<file path="src/aact_pkg.sv">
package aact_pkg;
  // ************************************************************
  // Register addresses
  // ************************************************************
  localparam logic [6:0] ADDR_INT_FLAGS = 7'h5F;
  localparam logic [6:0] ADDR_INT_MASKS = 7'h60;
  localparam logic [6:0] ADDR_CTRL_ONE = 7'h61;
  localparam logic [6:0] ADDR_GAIN_LO = 7'h62;
  localparam logic [6:0] ADDR_GAIN_HI = 7'h63;
  localparam logic [6:0] ADDR_VENDOR = 7'h64;
  localparam logic [6:0] ADDR_CC_SIGNED_HI = 7'h65;
  localparam logic [6:0] ADDR_CC_SIGNED_LO = 7'h66;
  localparam logic [6:0] ADDR_CC_RAW_HI = 7'h67;
  localparam logic [6:0] ADDR_CC_RAW_LO = 7'h68;
  localparam logic [6:0] ADDR_RR_BASE = 7'h70;
  // ************************************************************
  // Field positions
  // ************************************************************
  localparam int FLAG_ROUND = 0;
  localparam int FLAG_PEN = 1;
  localparam int FLAG_OVERFLOW = 2;
  localparam int CTL_CC_EN = 3;
  localparam int CTL_CC_CLEAR = 4;
  localparam int CTL_PEN_BIAS = 5;
  localparam int CTL_START = 6;
  localparam int CTL_ENABLE = 7;
  localparam int VND_SUPPLY = 0;
  localparam int VND_CHG_I = 1;
  localparam int VND_BACKUP = 2;
  localparam int VND_BATDET = 3;
  localparam logic [7:0] FLAG_MASK = 8'h07;
  localparam logic [7:0] VND_MASK = 8'h0F;
  localparam logic [7:0] GAIN_HI_MASK = 8'h0F;
  localparam logic [7:0] RESET_BYTE = 8'h00;
  localparam logic [7:0] RR_RESET = 8'h1F;
  // ************************************************************
  // Channel numbers and frame layout
  // ************************************************************
  localparam logic [4:0] CH_GP_FIRST = 5'h0A;
  localparam logic [4:0] CH_GP_LAST = 5'h15;
  localparam logic [4:0] CH_TOUCH_LAST = 5'h0D;
  localparam logic [4:0] CH_SUPPLY = 5'h16;
  localparam logic [4:0] CH_CHG_I = 5'h18;
  localparam logic [4:0] CH_BACKUP = 5'h19;
  localparam logic [4:0] CH_BATDET = 5'h1A;
  localparam logic [4:0] CH_STOP = 5'h1F;
  localparam logic [2:0] BIAS_NONE = 3'h0;
  localparam logic [4:0] SPI_ADDR_DONE = 5'h07;
  localparam logic [4:0] SPI_FRAME_DONE = 5'h0F;
  localparam logic [4:0] SPI_SHIFT_FROM = 5'h08;
  typedef enum logic [1:0] {
    AACT_IDLE = 2'b00,
    AACT_SELECT = 2'b01,
    AACT_WAIT = 2'b11
  } aact_state_t;
endpackage

</file>
<file path="src/aact_top.sv">
`timescale 1ns/1ps
module aact_top #(
  parameter int RR_ENTRIES = 8
) (
  input wire logic i_sys_clk,
  input wire logic i_reset,
  input wire logic i_spi_cs_n,
  input wire logic i_spi_sclk,
  input wire logic i_spi_mosi,
  output logic o_spi_miso,
  output logic o_spi_miso_oe,
  input wire logic i_pen_touch,
  input wire logic i_conv_valid,
  input wire logic [9:0] i_conv_code,
  input wire logic i_cc_pulse,
  input wire logic i_cc_up,
  output logic o_conv_start,
  output logic [4:0] o_chan_sel,
  output logic [2:0] o_bias,
  output logic o_gain_ten,
  output logic o_touch_reference_supply_en,
  output logic o_pen_bias_en,
  output logic [3:0] o_dedicated_en,
  output logic o_result_valid,
  output logic [4:0] o_result_chan,
  output logic [9:0] o_result_code,
  output logic o_result_signed,
  output logic o_result_gain,
  output logic o_int
);
  import aact_pkg::*;

  // Channel permitted by the vendor enables
  function automatic logic chan_enabled(input logic [4:0] ch,
                                        input logic [7:0] vnd);
    case (ch)
      CH_SUPPLY: chan_enabled = vnd[VND_SUPPLY];
      CH_CHG_I: chan_enabled = vnd[VND_CHG_I];
      CH_BACKUP: chan_enabled = vnd[VND_BACKUP];
      CH_BATDET: chan_enabled = vnd[VND_BATDET];
      default: chan_enabled = 1'b1;
    endcase
  endfunction

  // ************************************************************
  // Pin synchronisers
  // ************************************************************
  logic [2:0] pin_in;
  logic [2:0] pin_filt_q;
  logic [2:0] sync1_q, sync2_q, sync3_q;
  // Idle pin levels: select high, clock low, no touch
  localparam logic [2:0] PIN_IDLE = 3'b100;
  assign pin_in = {i_spi_cs_n, i_spi_sclk, i_pen_touch};
  genvar g;
  generate
    for (g = 0; g < 3; g++) begin : g_sync
      // Three stages, change taken once two and three agree
      always_ff @(posedge i_sys_clk) begin
        if (i_reset) begin
          sync1_q[g] <= PIN_IDLE[g];
          sync2_q[g] <= PIN_IDLE[g];
          sync3_q[g] <= PIN_IDLE[g];
          pin_filt_q[g] <= PIN_IDLE[g]; // No false edge after reset
        end else begin
          sync1_q[g] <= pin_in[g];
          sync2_q[g] <= sync1_q[g];
          sync3_q[g] <= sync2_q[g];
          if (sync2_q[g] == sync3_q[g]) begin
            pin_filt_q[g] <= sync3_q[g];
          end
        end
      end
    end
  endgenerate
  logic mosi1_q, mosi2_q, mosi3_q, mosi_q;
  // Data pin synchroniser
  always_ff @(posedge i_sys_clk) begin
    if (i_reset) begin
      mosi1_q <= 1'b0;
      mosi2_q <= 1'b0;
      mosi3_q <= 1'b0;
      mosi_q <= 1'b0;
    end else begin
      mosi1_q <= i_spi_mosi;
      mosi2_q <= mosi1_q;
      mosi3_q <= mosi2_q;
      if (mosi2_q == mosi3_q) begin
        mosi_q <= mosi3_q;
      end
    end
  end

  // ************************************************************
  // SPI slave, mode 0, 16-bit frames
  // ************************************************************
  logic cs_act, sclk_prev_q, sclk_rise, sclk_fall, pen_f;
  logic [4:0] bit_cnt_q;
  logic [14:0] shift_in_q;
  logic [7:0] shift_out_q, rd_data, wr_data;
  logic [6:0] addr_q;
  logic rd_q, rd_stb, wr_stb;
  assign cs_act = ~pin_filt_q[2];
  assign pen_f = pin_filt_q[0];
  assign sclk_rise = cs_act & pin_filt_q[1] & ~sclk_prev_q;
  assign sclk_fall = cs_act & ~pin_filt_q[1] & sclk_prev_q;
  assign rd_stb = sclk_rise & (bit_cnt_q == SPI_ADDR_DONE)
                  & shift_in_q[6];
  assign wr_stb = sclk_rise & (bit_cnt_q == SPI_FRAME_DONE) & ~rd_q;
  assign wr_data = {shift_in_q[6:0], mosi_q};
  // Bit counter and receive shifter
  always_ff @(posedge i_sys_clk) begin
    if (i_reset) begin
      sclk_prev_q <= 1'b0;
      bit_cnt_q <= 5'h00;
      shift_in_q <= 15'h0000;
      addr_q <= 7'h00;
      rd_q <= 1'b0;
    end else begin
      sclk_prev_q <= pin_filt_q[1];
      if (!cs_act) begin
        bit_cnt_q <= 5'h00;
      end else if (sclk_rise) begin
        shift_in_q <= {shift_in_q[13:0], mosi_q};
        bit_cnt_q <= bit_cnt_q + 5'h01;
        if (bit_cnt_q == SPI_ADDR_DONE) begin
          rd_q <= shift_in_q[6];
          addr_q <= {shift_in_q[5:0], mosi_q};
        end
      end
    end
  end

  // ************************************************************
  // Registers
  // ************************************************************
  logic [7:0] flags_q, masks_q, ctrl_q, gain_lo_q, gain_hi_q, vnd_q;
  logic [7:0] rr_q [RR_ENTRIES];
  logic [15:0] cc_q;
  logic [7:0] snap_signed_q, snap_raw_q;
  logic cc14_prev_q, round_set, pen_set, ovf_set;
  logic [6:0] rd_addr;
  assign rd_addr = {shift_in_q[5:0], mosi_q};
  assign pen_set = ctrl_q[CTL_PEN_BIAS] & pen_f;
  assign ovf_set = cc_q[14] & ~cc14_prev_q;
  // Writable control registers
  always_ff @(posedge i_sys_clk) begin
    if (i_reset) begin
      masks_q <= RESET_BYTE;
      ctrl_q <= RESET_BYTE;
      gain_lo_q <= RESET_BYTE;
      gain_hi_q <= RESET_BYTE;
      vnd_q <= RESET_BYTE;
    end else begin
      ctrl_q[CTL_CC_CLEAR] <= 1'b0; // Self clearing
      if (wr_stb) begin
        case (addr_q)
          ADDR_INT_MASKS: masks_q <= wr_data & FLAG_MASK;
          ADDR_CTRL_ONE: ctrl_q <= wr_data;
          ADDR_GAIN_LO: gain_lo_q <= wr_data;
          ADDR_GAIN_HI: gain_hi_q <= wr_data & GAIN_HI_MASK;
          ADDR_VENDOR: vnd_q <= wr_data & VND_MASK;
          default: ;
        endcase
      end
    end
  end
  // Round robin address entries
  always_ff @(posedge i_sys_clk) begin
    if (i_reset) begin
      for (int i = 0; i < RR_ENTRIES; i++) begin
        rr_q[i] <= RR_RESET;
      end
    end else if (wr_stb && addr_q >= ADDR_RR_BASE
                 && addr_q < ADDR_RR_BASE + 7'(RR_ENTRIES)) begin
      rr_q[3'(addr_q - ADDR_RR_BASE)] <= wr_data;
    end
  end
  // Sticky flags, write one to clear, set wins
  always_ff @(posedge i_sys_clk) begin
    if (i_reset) begin
      flags_q <= RESET_BYTE;
      cc14_prev_q <= 1'b0;
    end else begin
      cc14_prev_q <= cc_q[14];
      flags_q <= ((wr_stb && addr_q == ADDR_INT_FLAGS) ?
                  (flags_q & ~wr_data) : flags_q)
                 | {5'h00, ovf_set, pen_set, round_set};
    end
  end
  // Charge counter
  always_ff @(posedge i_sys_clk) begin
    if (i_reset || ctrl_q[CTL_CC_CLEAR]) begin
      cc_q <= 16'h0000;
    end else if (ctrl_q[CTL_CC_EN] && i_cc_pulse) begin
      cc_q <= i_cc_up ? cc_q + 16'h0001 : cc_q - 16'h0001;
    end
  end
  // Low byte snapshots on high byte reads
  always_ff @(posedge i_sys_clk) begin
    if (i_reset) begin
      snap_signed_q <= RESET_BYTE;
      snap_raw_q <= RESET_BYTE;
    end else if (rd_stb) begin
      if (rd_addr == ADDR_CC_SIGNED_HI) begin
        snap_signed_q <= cc_q[7:0];
      end
      if (rd_addr == ADDR_CC_RAW_HI) begin
        snap_raw_q <= cc_q[7:0];
      end
    end
  end
  // Read data select
  always_comb begin
    rd_data = RESET_BYTE;
    case (rd_addr)
      ADDR_INT_FLAGS: rd_data = flags_q;
      ADDR_INT_MASKS: rd_data = masks_q;
      ADDR_CTRL_ONE: rd_data = ctrl_q;
      ADDR_GAIN_LO: rd_data = gain_lo_q;
      ADDR_GAIN_HI: rd_data = gain_hi_q;
      ADDR_VENDOR: rd_data = vnd_q;
      ADDR_CC_SIGNED_HI: rd_data = cc_q[15:8];
      ADDR_CC_SIGNED_LO: rd_data = snap_signed_q;
      ADDR_CC_RAW_HI: rd_data = cc_q[15:8];
      ADDR_CC_RAW_LO: rd_data = snap_raw_q;
      default: begin
        if (rd_addr >= ADDR_RR_BASE
            && rd_addr < ADDR_RR_BASE + 7'(RR_ENTRIES)) begin
          rd_data = rr_q[3'(rd_addr - ADDR_RR_BASE)];
        end
      end
    endcase
  end
  // Transmit shifter, data out MSB first
  always_ff @(posedge i_sys_clk) begin
    if (i_reset) begin
      shift_out_q <= RESET_BYTE;
      o_spi_miso <= 1'b0;
      o_spi_miso_oe <= 1'b0;
    end else begin
      if (rd_stb) begin
        shift_out_q <= rd_data;
      end else if (sclk_fall && bit_cnt_q > SPI_SHIFT_FROM) begin
        shift_out_q <= {shift_out_q[6:0], 1'b0};
      end
      o_spi_miso <= shift_out_q[7];
      o_spi_miso_oe <= cs_act;
    end
  end

  // ************************************************************
  // Round robin sequencer
  // ************************************************************
  aact_state_t state_q;
  logic [2:0] idx_q;
  logic [7:0] entry;
  logic [4:0] ent_ch;
  logic [2:0] ent_bias;
  logic last_idx, gp_gain, run;
  assign entry = rr_q[idx_q];
  assign ent_ch = entry[4:0];
  assign ent_bias = entry[7:5];
  assign last_idx = (idx_q == 3'(RR_ENTRIES - 1));
  assign run = ctrl_q[CTL_ENABLE];
  assign round_set = (state_q == AACT_SELECT)
                     && (ent_ch == CH_STOP || last_idx);
  logic [11:0] gain_bits;
  assign gain_bits = {gain_hi_q[3:0], gain_lo_q};
  // Gain bit of the selected general channel
  always_comb begin
    gp_gain = 1'b0;
    if (ent_ch >= CH_GP_FIRST && ent_ch <= CH_GP_LAST) begin
      gp_gain = gain_bits[4'(ent_ch - CH_GP_FIRST)];
      if (ent_ch <= CH_TOUCH_LAST && ent_bias != BIAS_NONE) begin
        gp_gain = 1'b0;
      end
    end
  end
  // Sequencer state and index
  always_ff @(posedge i_sys_clk) begin
    if (i_reset || !run) begin
      state_q <= AACT_IDLE;
      idx_q <= 3'h0;
    end else begin
      case (state_q)
        AACT_IDLE: begin
          if (ctrl_q[CTL_START]) begin
            state_q <= AACT_SELECT;
            idx_q <= 3'h0;
          end
        end
        AACT_SELECT: begin
          if (round_set) begin
            idx_q <= 3'h0;
            state_q <= ctrl_q[CTL_START] ? AACT_SELECT : AACT_IDLE;
          end else if (!chan_enabled(ent_ch, vnd_q)) begin
            idx_q <= idx_q + 3'h1;
          end else begin
            state_q <= AACT_WAIT;
          end
        end
        AACT_WAIT: begin
          if (i_conv_valid) begin
            idx_q <= idx_q + 3'h1;
            state_q <= AACT_SELECT;
          end
        end
        default: state_q <= AACT_IDLE;
      endcase
    end
  end
  logic start_now;
  assign start_now = (state_q == AACT_SELECT) && !round_set
                     && chan_enabled(ent_ch, vnd_q);
  // Converter steering outputs
  always_ff @(posedge i_sys_clk) begin
    if (i_reset) begin
      o_conv_start <= 1'b0;
      o_chan_sel <= CH_STOP;
      o_bias <= BIAS_NONE;
      o_gain_ten <= 1'b0;
      o_touch_reference_supply_en <= 1'b0;
      o_pen_bias_en <= 1'b0;
      o_dedicated_en <= 4'h0;
    end else begin
      o_conv_start <= start_now && run;
      o_pen_bias_en <= ctrl_q[CTL_PEN_BIAS];
      o_dedicated_en <= vnd_q[3:0];
      if (start_now && run) begin
        o_chan_sel <= ent_ch;
        o_bias <= ent_bias;
        o_gain_ten <= gp_gain;
        o_touch_reference_supply_en <= (ent_bias != BIAS_NONE);
      end
    end
  end
  // Conversion results, codes passed as delivered
  always_ff @(posedge i_sys_clk) begin
    if (i_reset) begin
      o_result_valid <= 1'b0;
      o_result_chan <= 5'h00;
      o_result_code <= 10'h000;
      o_result_signed <= 1'b0;
      o_result_gain <= 1'b0;
    end else begin
      o_result_valid <= (state_q == AACT_WAIT) && i_conv_valid;
      if (state_q == AACT_WAIT && i_conv_valid) begin
        o_result_chan <= o_chan_sel;
        o_result_code <= i_conv_code;
        o_result_signed <= (o_chan_sel == CH_CHG_I);
        o_result_gain <= o_gain_ten;
      end
    end
  end
  // Interrupt raised at the next conversion start
  always_ff @(posedge i_sys_clk) begin
    if (i_reset || !(|(flags_q & ~masks_q))) begin
      o_int <= 1'b0;
    end else if (start_now && run) begin
      o_int <= 1'b1;
    end
  end
endmodule

</file>
<file path="config.mk">
export PLATFORM = sky130hd
export DESIGN_NAME = aact_top
export DESIGN_NICKNAME = d
export VERILOG_FILES = /design/src/aact_pkg.sv /design/src/aact_top.sv
export SDC_FILE = /design/constraint.sdc
export NUM_CORES = 1
export LEC_CHECK = 0
export ABC_CLOCK_PERIOD_IN_PS = 3710
export BUFFER_PORTS_ARGS = -buffer_cell sky130_fd_sc_hd__buf_2
export CAP_MARGIN = 20
export CORE_ASPECT_RATIO = 1.25
export CORE_MARGIN = 4
export CORE_UTILIZATION = 36
export DETAILED_ROUTE_END_ITERATION = 10
export GPL_ROUTABILITY_DRIVEN = 0
export HOLD_SLACK_MARGIN = 0.03
export PLACE_DENSITY = 0.63
export SLEW_MARGIN = 20
export SYNTH_ARGS = -nofsm -noshare
export SYNTH_HDL_FRONTEND = slang
export SYNTH_SLANG_ARGS = --single-unit
export TNS_END_PERCENT = 50
</file>
<file path="constraint.sdc">
create_clock -name i_sys_clk -period 3.71 [get_ports i_sys_clk]
set_input_delay 0.371 -clock i_sys_clk [delete_from_list [all_inputs] [get_ports i_sys_clk]]
set_output_delay 0.371 -clock i_sys_clk [all_outputs]
set_load 0.02 [all_outputs]
</file>
==> results of run 1 <==
==> flip-flops by register name, summed over array words and instances, names as in the netlist, 5 cells and up, named ones only <==
| signal | cells |
|---|---|
| rr_q | 64 |
| cc_q | 16 |
| o_result_code | 10 |
| ctrl_q | 8 |
| flags_q | 8 |
| gain_lo_q | 8 |
| shift_out_q | 8 |
| snap_raw_q | 8 |
| snap_signed_q | 8 |
| addr_q | 7 |
| shift_in_q | 7 |
| bit_cnt_q | 5 |
| o_chan_sel | 5 |
| o_result_chan | 5 |
==> cell families (layout without fill, tap and decap cells) <==
| logic type | Yosys count | count (layout) | share of synthesized area [%] |
|---|---|---|---|
| multiplexers | 114 | 114 | 15.42 |
| buffers and inverters | 87 | 149 | 3.431 |
| flip-flops | 222 | 222 | 47.59 |
| AND/OR/NAND/NOR | 397 | 397 | 18.10 |
| XOR/XNOR | 12 | 12 | 0.9836 |
| adder cells (fa/ha/maj) | 27 | 27 | 3.232 |
| AO/OA/AOI/OAI | 182 | 182 | 11.24 |
==> layout by cell type (no fill, tap or decap), drive strengths merged, types with 4 or more instances in the layout <==
master,instances
nand4,4
nand2,108
or3,4
a21oi,90
ha,26
mux2i,68
nand3,17
a211o,7
edfxtp,64
o22a,4
inv,30
clkinv,6
nand2b,19
buf,77
dfxtp,158
a211oi,7
a221oi,4
mux4,33
clkbuf,32
xnor2,8
xor2,4
nor2b,26
nand3b,4
mux2,13
or2,46
and2,4
o21ai,16
o2111ai,5
o211ai,10
nor2,132
a221o,6
nor3,8
a222oi,5
nor4,5
and3,5
a21o,6
==> cell type report <==
type                       count  area, µm²
sequential                   222       5087
timing repair buffer          78      452.9
inverter                      27      101.3
tap                          396      495.5
fill                        2846      17010
clock buffer                  32      713.2
multi-input combinational    732       5246
clock inverter                12      143.9
==> worst max path at each step <==
stage / from / to / slack [ps] / cells past startpoint
finish: flop / o_chan_sel[0] / 610 / 8
global route: flop / flop / 390 / 8
CTS: flop / o_int / 580 / 7
detailed placement: i_cc_up / cc_q[15] / 590 / 11
global placement: i_cc_up / cc_q[15] / 680 / 11
floorplan: i_cc_up / cc_q[15] / 1040 / 10
==> cells in the mapped netlist, drive strengths merged, types with 5 or more instances <==
cell type    n  area share, %
mux2i       68            6.6
clkbuf      50            1.8
nand2      108            3.8
dfxtp      158             30
mux2        13            1.4
nand2b      19            1.1
nor3         8           0.42
a21oi       90            4.3
nor4         5           0.49
edfxtp      64             18
a211oi       7           0.54
and3         5           0.29
a221o        6           0.56
a222oi       5           0.47
buf         10           0.73
nor2       132            4.6
xnor2        8           0.66
ha          26            3.0
a21o         6           0.42
o21ai       16           0.78
a211o        7           0.59
nand3       17           0.80
mux4        33            7.4
or2         46            2.7
nor2b       26            1.5
o2111ai      5           0.41
inv         27           0.95
o211ai      10           0.75
==> stage by stage <==
step / power (W) / instances
finish: 0.005287 / 1499
global placement: 0.002772 / 1454
floorplan: 0.002716 / 1041
CTS: 0.005329 / 1499
detailed placement: 0.002775 / 1454
global route: 0.005452 / 1499
==> worst max-delay path: stages, from the launching register on <==
cell      delay [ps]
dfxtp_1          680
buf_4            250
mux4_1           600
mux2i_4          360
inv_2            200
o21ai_1          130
a21oi_1          100
nand3b_4         310
a211o_1          360
==> per-layer routing <==
layer	vias to the layer above	global-route usage [%]
li1	3824	-
met1	3857	21.57
met2	145	28.89
met3	42	1.951
met4	0	3.898
met5	-	0
==> what timing repair did <==
action | 4_1_cts | 5_1_grt
hold endpoints to repair | 1 | 0
hold buffers | 1 | 0
gates resized for setup | 0 | 0
==> where the power goes <==
group | switching (W) | internal (W) | leakage, nW
Clock | 0.000998 | 0.00157 | 0.432
Combinational | 0.000100 | 0.0000668 | 2.18
Sequential | 0.0000239 | 0.00253 | 1.91
Total | 0.00112 | 0.00416 | 4.52
==> reports/summary.txt, run 1 <==
Via Count = 7868
Critical Path RT = 4120 ps
r2r setup slk = 610 ps
Final HPWL DP = 20040 µm
grt ovf = 0
diode count = 0
Net Count, Synth = 1087
initial core utilization = 36.53%
Max FO, Critical Path = 17
Tcrit/Tclk final = 83.54%
CTS Buf Count = 24
Skew-Pair Late Insertion Delay = 520 ps
drc violations = 0
worst hold slack = 66.61 ps
crit path kind = flop to flop
area post-placement = 0.01137 mm²
Util after Layout = 41.84%
Clock transition at path regs = 60 ps
ys flop type = dfxtp_1
Die H = 200.6 µm
Setup WS post-layout = 610.5 ps
hold path endpoint = mosi1_q
CTS sink count = 222
Port-buffer cells = 55
top sig layer = met4
min cycle time layout = 3100 ps
drt first pass iters = 5
Final nets = 1131
Worst R2R Path Depth = 8
Routed WL per cell = 18.16 µm
CP endpoint kind = flop
CP Data Arrival Time = 3510 ps
die footprint = 0.03252 mm²
antenna violations before repair = 0
number of synthesized flops with an enable pin = 64
worst reg2reg endpoint = o_chan_sel[0]
Worst Tran Pin Value = 1079 ps
Max clock buf depth = 3
status = finished, final reports clean
Final Hold Vio Count = 0
post-synthesis sequential area ratio = 47.59%
CTS tree = yes
Mean Syn Cell Area = 10.26 µm²
wl on met1 = 11980 µm
peak supply drop = 0.2154 mV
Max Transition Viols Final = 0
Post-CTS Setup Bufs = 0
Setup crit start kind = flop
worst hold start = i_spi_mosi
synth warn = 0
worst min-delay path class = input pin to flop
Worst Skew = 22.49 ps
Final setup viols = 0
violation count after the first detailed-route iteration = 744
Unique masters post-synth = 80
Min-Delay Path Depth = 2
Rel. slew slack = 26.21%
Ports = 56
vias per cell = 5.249
Place WS = 588.6 ps
ys async rst share = 0%
first-pass GRT wire length = 43440 µm
Leakage = 4.520 nW
synth-to-layout area growth = 14.56%
FMAX = 0.3226 GHz
Core ar. = 0.02925 mm²
mapped cell area = 0.01069 mm²
TNS Setup = 0 ps
row count = 70
die width = 162.1 µm
PwrDens = 432.0 mW/mm²
# H-tree levels = 1
Synth Instances = 1041
largest net degree at the start of global routing = 80
Routed Antenna Nets = 0
total of max-cap violations = 0
Final Cell Area = 0.01224 mm²
Root Buffer = clkbuf_16
metal2 WL = 13780 µm
Routed WL = 27220 µm
unrepaired setup endpoints after global routing = false
share of post-route cells with drive strength above 1 = 19.85%
met3 routed WL = 944 µm
vias in the first global route = 7615
post-synthesis register bit count = 222
gr usage total = 16.42%
Power figures use the tool's default switching activity.
==> run 2: changes to the inputs <==
--- a/config.mk
+++ b/config.mk
@@ -5,7 +5,7 @@
 export SDC_FILE = /design/constraint.sdc
 export NUM_CORES = 1
 export LEC_CHECK = 0
-export ABC_CLOCK_PERIOD_IN_PS = 3710
+export ABC_CLOCK_PERIOD_IN_PS = 2590
 export BUFFER_PORTS_ARGS = -buffer_cell sky130_fd_sc_hd__buf_2
 export CAP_MARGIN = 20
 export CORE_ASPECT_RATIO = 1.25
@@ -14,7 +14,7 @@
 export DETAILED_ROUTE_END_ITERATION = 10
 export GPL_ROUTABILITY_DRIVEN = 0
 export HOLD_SLACK_MARGIN = 0.03
-export PLACE_DENSITY = 0.63
+export PLACE_DENSITY = 0.65
 export SLEW_MARGIN = 20
 export SYNTH_ARGS = -nofsm -noshare
 export SYNTH_HDL_FRONTEND = slang
==> constraint.sdc (replaced) <==
create_clock -name i_sys_clk -period 2.59 [get_ports i_sys_clk]
set_input_delay 0.259 -clock i_sys_clk [delete_from_list [all_inputs] [get_ports i_sys_clk]]
set_output_delay 0.259 -clock i_sys_clk [all_outputs]
set_load 0.02 [all_outputs]
==> reports/summary.txt, run 2 (same netlist as run 1, synthesis figures left out) <==
status = finished, final reports clean
# H-tree levels = 1
die width = 162.1 µm
Clock transition at path regs = 60 ps
Max Transition Viols Final = 0
top flop regs = rr_q: 64 flops, cc_q: 16 flops, o_result_code: 10 flops
CTS tree = yes
top sig layer = met4
Util after Layout = 44.37%
crit path kind = flop to flop
Routed WL per cell = 17.90 µm
min cycle time layout = 2547 ps
most common cell after layout, fill and taps aside = dfxtp_1
diode count = 0
Max clock buf depth = 3
unrepaired setup endpoints after global routing = true
Die H = 200.6 µm
CP endpoint kind = flop
FMAX = 0.3926 GHz
Rel. slew slack = 53.39%
Routed Antenna Nets = 0
Finished Layout Cells = 1566
metal2 WL = 13800 µm
Via Count = 8232
Total Power = 0.007609 W
wl on met1 = 11860 µm
first-pass GRT wire length = 44260 µm
vias in the first global route = 8057
share of post-route cells with drive strength above 1 = 25.90%
Worst Tran Pin Value = 699.2 ps
worst hold start = i_reset
met3 routed WL = 1427 µm
Port-buffer cells = 55
drc violations = 0
synth-to-layout area growth = 21.46%
Final nets = 1198
hold path endpoint = snap_signed_q[3]
PwrDens = 586.2 mW/mm²
die footprint = 0.03252 mm²
Routed WL = 28040 µm
placed insts = 1498
area post-placement = 0.01177 mm²
Critical Path RT = 3030 ps
most frequent cells in the layout = 154 x dfxtp_1, 132 x nor2_1, 106 x nand2_1
Final HPWL DP = 20170 µm
worst min-delay path class = input pin to flop
grt ovf = 0
total of max-cap violations = 0
largest net degree at the start of global routing = 99
Skew-Pair Late Insertion Delay = 520 ps
Worst Skew = 18.90 ps
drt first pass iters = 7
Min-Delay Path Depth = 2
Max FO, Critical Path = 6
CP Data Arrival Time = 2990 ps
worst hold slack = 84.12 ps
vias per cell = 5.257
max FFs per register = 64
Tcrit/Tclk final = 98.33%
Final Hold Vio Count = 0
Core ar. = 0.02925 mm²
gr usage total = 16.70%
initial core utilization = 36.53%
peak supply drop = 0.3769 mV
CTS Buf Count = 24
row count = 70
Biggest register = rr_q
r2r setup slk = 40 ps
Root Buffer = clkbuf_16
violation count after the first detailed-route iteration = 748
Setup crit start kind = flop
Leakage = 4.917 nW
Ports = 56
Worst R2R Path Depth = 9
CTS sink count = 222
antenna violations before repair = 0
Final setup viols = 0
Final Cell Area = 0.01298 mm²
## run 2: repair_timing
item,in CTS,in global routing
endpoints found under the hold margin,14,0
cloned,1,2
pin swaps,1,9
resized for setup,5,36
hold buffers,14,0
setup buffers,3,5
setup endpoints to repair,18,65
## run 2: layer usage
metal | vias to the layer above | global-route usage [%]
li1 | 3955 | -
met1 | 3994 | 21.69
met2 | 230 | 28.79
met3 | 53 | 2.157
met4 | 0 | 5.470
met5 | - | 0
## run 2: worst max-delay path by stage
stage	from	endpoint	slack, ps
global route	flop	o_gain_ten	-60
detailed placement	i_cc_up	cc_q[15]	-120
finish	flop	flop	40
CTS	flop	o_chan_sel[4]	-6
floorplan	i_cc_up	cc_q[15]	30
global placement	i_cc_up	cc_q[15]	-110
## run 2: where the power goes
part | internal, W | total (W) | switching (W)
clock network | 0.00223 | 0.00365 | 0.00142
registers | 0.00363 | 0.00366 | 0.0000365
logic | 0.000138 | 0.000294 | 0.000156
## run 2: per-stage QoR
| step | TNS [ps] | setup WS, ps |
|---|---|---|
| floorplan | 0 | 32.63 |
| finish | 0 | 43.15 |
| global placement | -373.4 | -109.2 |
| detailed placement | -823.8 | -115.5 |
| CTS | -6.161 | -6.161 |
| global route | -263.5 | -63.55 |
## run 2: area by class of cell
class	count	area, µm²
fillers	2801	16270
clock buffers	30	698.2
multi-input cells	734	5364
inverters	27	101.3
flip-flops and latches	222	5092
clock inverters	14	162.7
well taps	396	495.5
repair buffers	143	1065
## run 2: worst max-delay path, cell delays in order (launching register included)
cell	delay, ps
dfxtp_4	380
clkbuf_16	160
mux4_2	500
mux2_4	320
a31oi_4	200
o21ai_4	100
o211ai_2	250
nand2_2	90
or3_4	350
a21oi_2	120
==> run 3: changes to the inputs <==
--- a/config.mk
+++ b/config.mk
@@ -5,7 +5,7 @@
 export SDC_FILE = /design/constraint.sdc
 export NUM_CORES = 1
 export LEC_CHECK = 0
-export ABC_CLOCK_PERIOD_IN_PS = 2590
+export ABC_CLOCK_PERIOD_IN_PS = 2620
 export BUFFER_PORTS_ARGS = -buffer_cell sky130_fd_sc_hd__buf_2
 export CAP_MARGIN = 20
 export CORE_ASPECT_RATIO = 1.25
@@ -14,7 +14,7 @@
 export DETAILED_ROUTE_END_ITERATION = 10
 export GPL_ROUTABILITY_DRIVEN = 0
 export HOLD_SLACK_MARGIN = 0.03
-export PLACE_DENSITY = 0.65
+export PLACE_DENSITY = 0.63
 export SLEW_MARGIN = 20
 export SYNTH_ARGS = -nofsm -noshare
 export SYNTH_HDL_FRONTEND = slang
==> constraint.sdc (replaced) <==
create_clock -name i_sys_clk -period 2.62 [get_ports i_sys_clk]
set_input_delay 0.262 -clock i_sys_clk [delete_from_list [all_inputs] [get_ports i_sys_clk]]
set_output_delay 0.262 -clock i_sys_clk [all_outputs]
set_load 0.02 [all_outputs]
==> reports/summary.txt, run 3 (same netlist as run 1, synthesis figures left out) <==
status = finished, final reports clean
Clock transition at path regs = 70 ps
Biggest register = rr_q
CTS sink count = 222
Leakage = 4.899 nW
vias in the first global route = 8107
TNS Setup = 0 ps
CP endpoint kind = flop
Max Transition Viols Final = 0
unrepaired setup endpoints after global routing = true
Comb pwr share = 3.9%
grt ovf = 0
most frequent cells in the layout = 153 x dfxtp_1, 132 x nor2_1, 106 x nand2_1
Seq pwr share = 49.3%
Die H = 200.6 µm
min cycle time layout = 2581 ps
GR peak layer = met2
Via Count = 8144
worst hold start = i_reset
Max clock buf depth = 3
Min-Delay Path Depth = 2
row count = 70
M3 GR Usage = 1.828%
CTS Buf Count = 24
die width = 162.1 µm
Rel. slew slack = 49.41%
drt first pass iters = 5
most common cell after layout, fill and taps aside = dfxtp_1
Final Hold Vio Count = 0
Setup crit start kind = flop
Root Buffer = clkbuf_16
PwrDens = 568.6 mW/mm²
Clk pwr share = 46.7%
gr usage total = 17.01%
Port-buffer cells = 55
CP Data Arrival Time = 2990 ps
top flop regs = rr_q: 64 flops, cc_q: 16 flops, o_result_code: 10 flops
r2r setup slk = 40 ps
Worst R2R Path Depth = 9
internal power = 0.005774 W
crit path kind = flop to flop
violation count after the first detailed-route iteration = 580
peak supply drop = 0.3994 mV
Skew-Pair Late Insertion Delay = 520 ps
FMAX = 0.3874 GHz
Final nets = 1198
Net Sw Frac = 21.27%
total of max-cap violations = 0
worst reg2reg endpoint = o_chan_sel[4]
worst min-delay path class = input pin to flop
Routed Antenna Nets = 0
synth-to-layout area growth = 20.70%
Max FO, Critical Path = 6
diode count = 0
die footprint = 0.03252 mm²
first-pass GRT wire length = 45020 µm
CTS tree = yes
worst hold slack = 94.16 ps
Routed WL = 28430 µm
Final HPWL DP = 20440 µm
sw power = 0.001560 W
antenna violations before repair = 0
Core ar. = 0.02925 mm²
drc violations = 0
share of post-route cells with drive strength above 1 = 24.53%
Critical Path RT = 3030 ps
Worst Skew = 14.17 ps
# H-tree levels = 1
max FFs per register = 64
largest net degree at the start of global routing = 93
Final setup viols = 0
Routed WL per cell = 18.16 µm
Worst Tran Pin Value = 739.8 ps
Ports = 56
M1 GR Usage = 22.15%
grt met2 use = 30.19%
vias per cell = 5.201
Tcrit/Tclk final = 98.52%
initial core utilization = 36.53%
hold path endpoint = rd_q
run 3: layer usage:
layer | up-vias | part of all wire [%]
li1 | 3952 | -
met1 | 3955 | 43
met2 | 197 | 51
met3 | 40 | 4.4
met4 | 0 | 2.2
met5 | - | 0
run 3: how the worst max path moves through the flow:
| stage | start | to | cells after the start |
|---|---|---|---|
| after floorplan | i_cc_up | cc_q[15] | 10 |
| after global placement | i_cc_up | cc_q[15] | 11 |
| after detailed placement | i_cc_up | cc_q[15] | 11 |
| after CTS | flop | o_bias[0] | 9 |
| after global routing | flop | o_chan_sel[1] | 9 |
| final | flop | o_chan_sel[4] | 9 |
run 3: final cells by class:
class | instances | area, µm²
clock buffers | 36 | 739.5
fillers | 2848 | 16360
flip-flops and latches | 222 | 5094
clock inverters | 8 | 72.57
multi-input cells | 734 | 5334
inverters | 27 | 101.3
repair buffers | 143 | 1061
well taps | 396 | 495.5
run 3: timing repair:
| item | 4_1_cts | 5_1_grt |
|---|---|---|
| gates resized for setup | 4 | 19 |
| endpoints found under the setup margin | 12 | 45 |
| cloned | 2 | 1 |
| setup buffers | 3 | 4 |
| endpoints found under the hold margin | 14 | 0 |
| hold buffers | 14 | 0 |
| pin swaps | 1 | 4 |
run 3: power by group through the flow:
stage	registers (W)	clock network, W	logic, W
floorplan	0.00367	0	0.000172
global route	0.00362	0.00362	0.000313
global placement	0.00369	0	0.000256
finish	0.00362	0.00343	0.000289
CTS	0.00362	0.00348	0.000282
detailed placement	0.00369	0	0.000260
run 3: per-stage QoR:
step                utilization, %  power, W  setup slack, ps  instance area [µm²]  cells
floorplan                        -  0.003846            59.63                10690   1041
global placement             40.22  0.003946           -4.140                11770   1498
detailed placement           40.22  0.003953           -48.80                11770   1498
CTS                          43.65  0.007380            1.881                12770   1561
global route                 44.09  0.007552           -80.17                12900   1566
finish                       44.09  0.007334            38.71                12900   1566
run 3: worst max-delay path, stage by stage (launching register included):
cell      delay [ps]
dfxtp_4          390
buf_12           130
mux4_2           520
mux2_4           320
a211oi_2         200
o21ai_1          120
a21oi_2          270
nand3b_4         220
nor2b_1           60
a211o_1          250
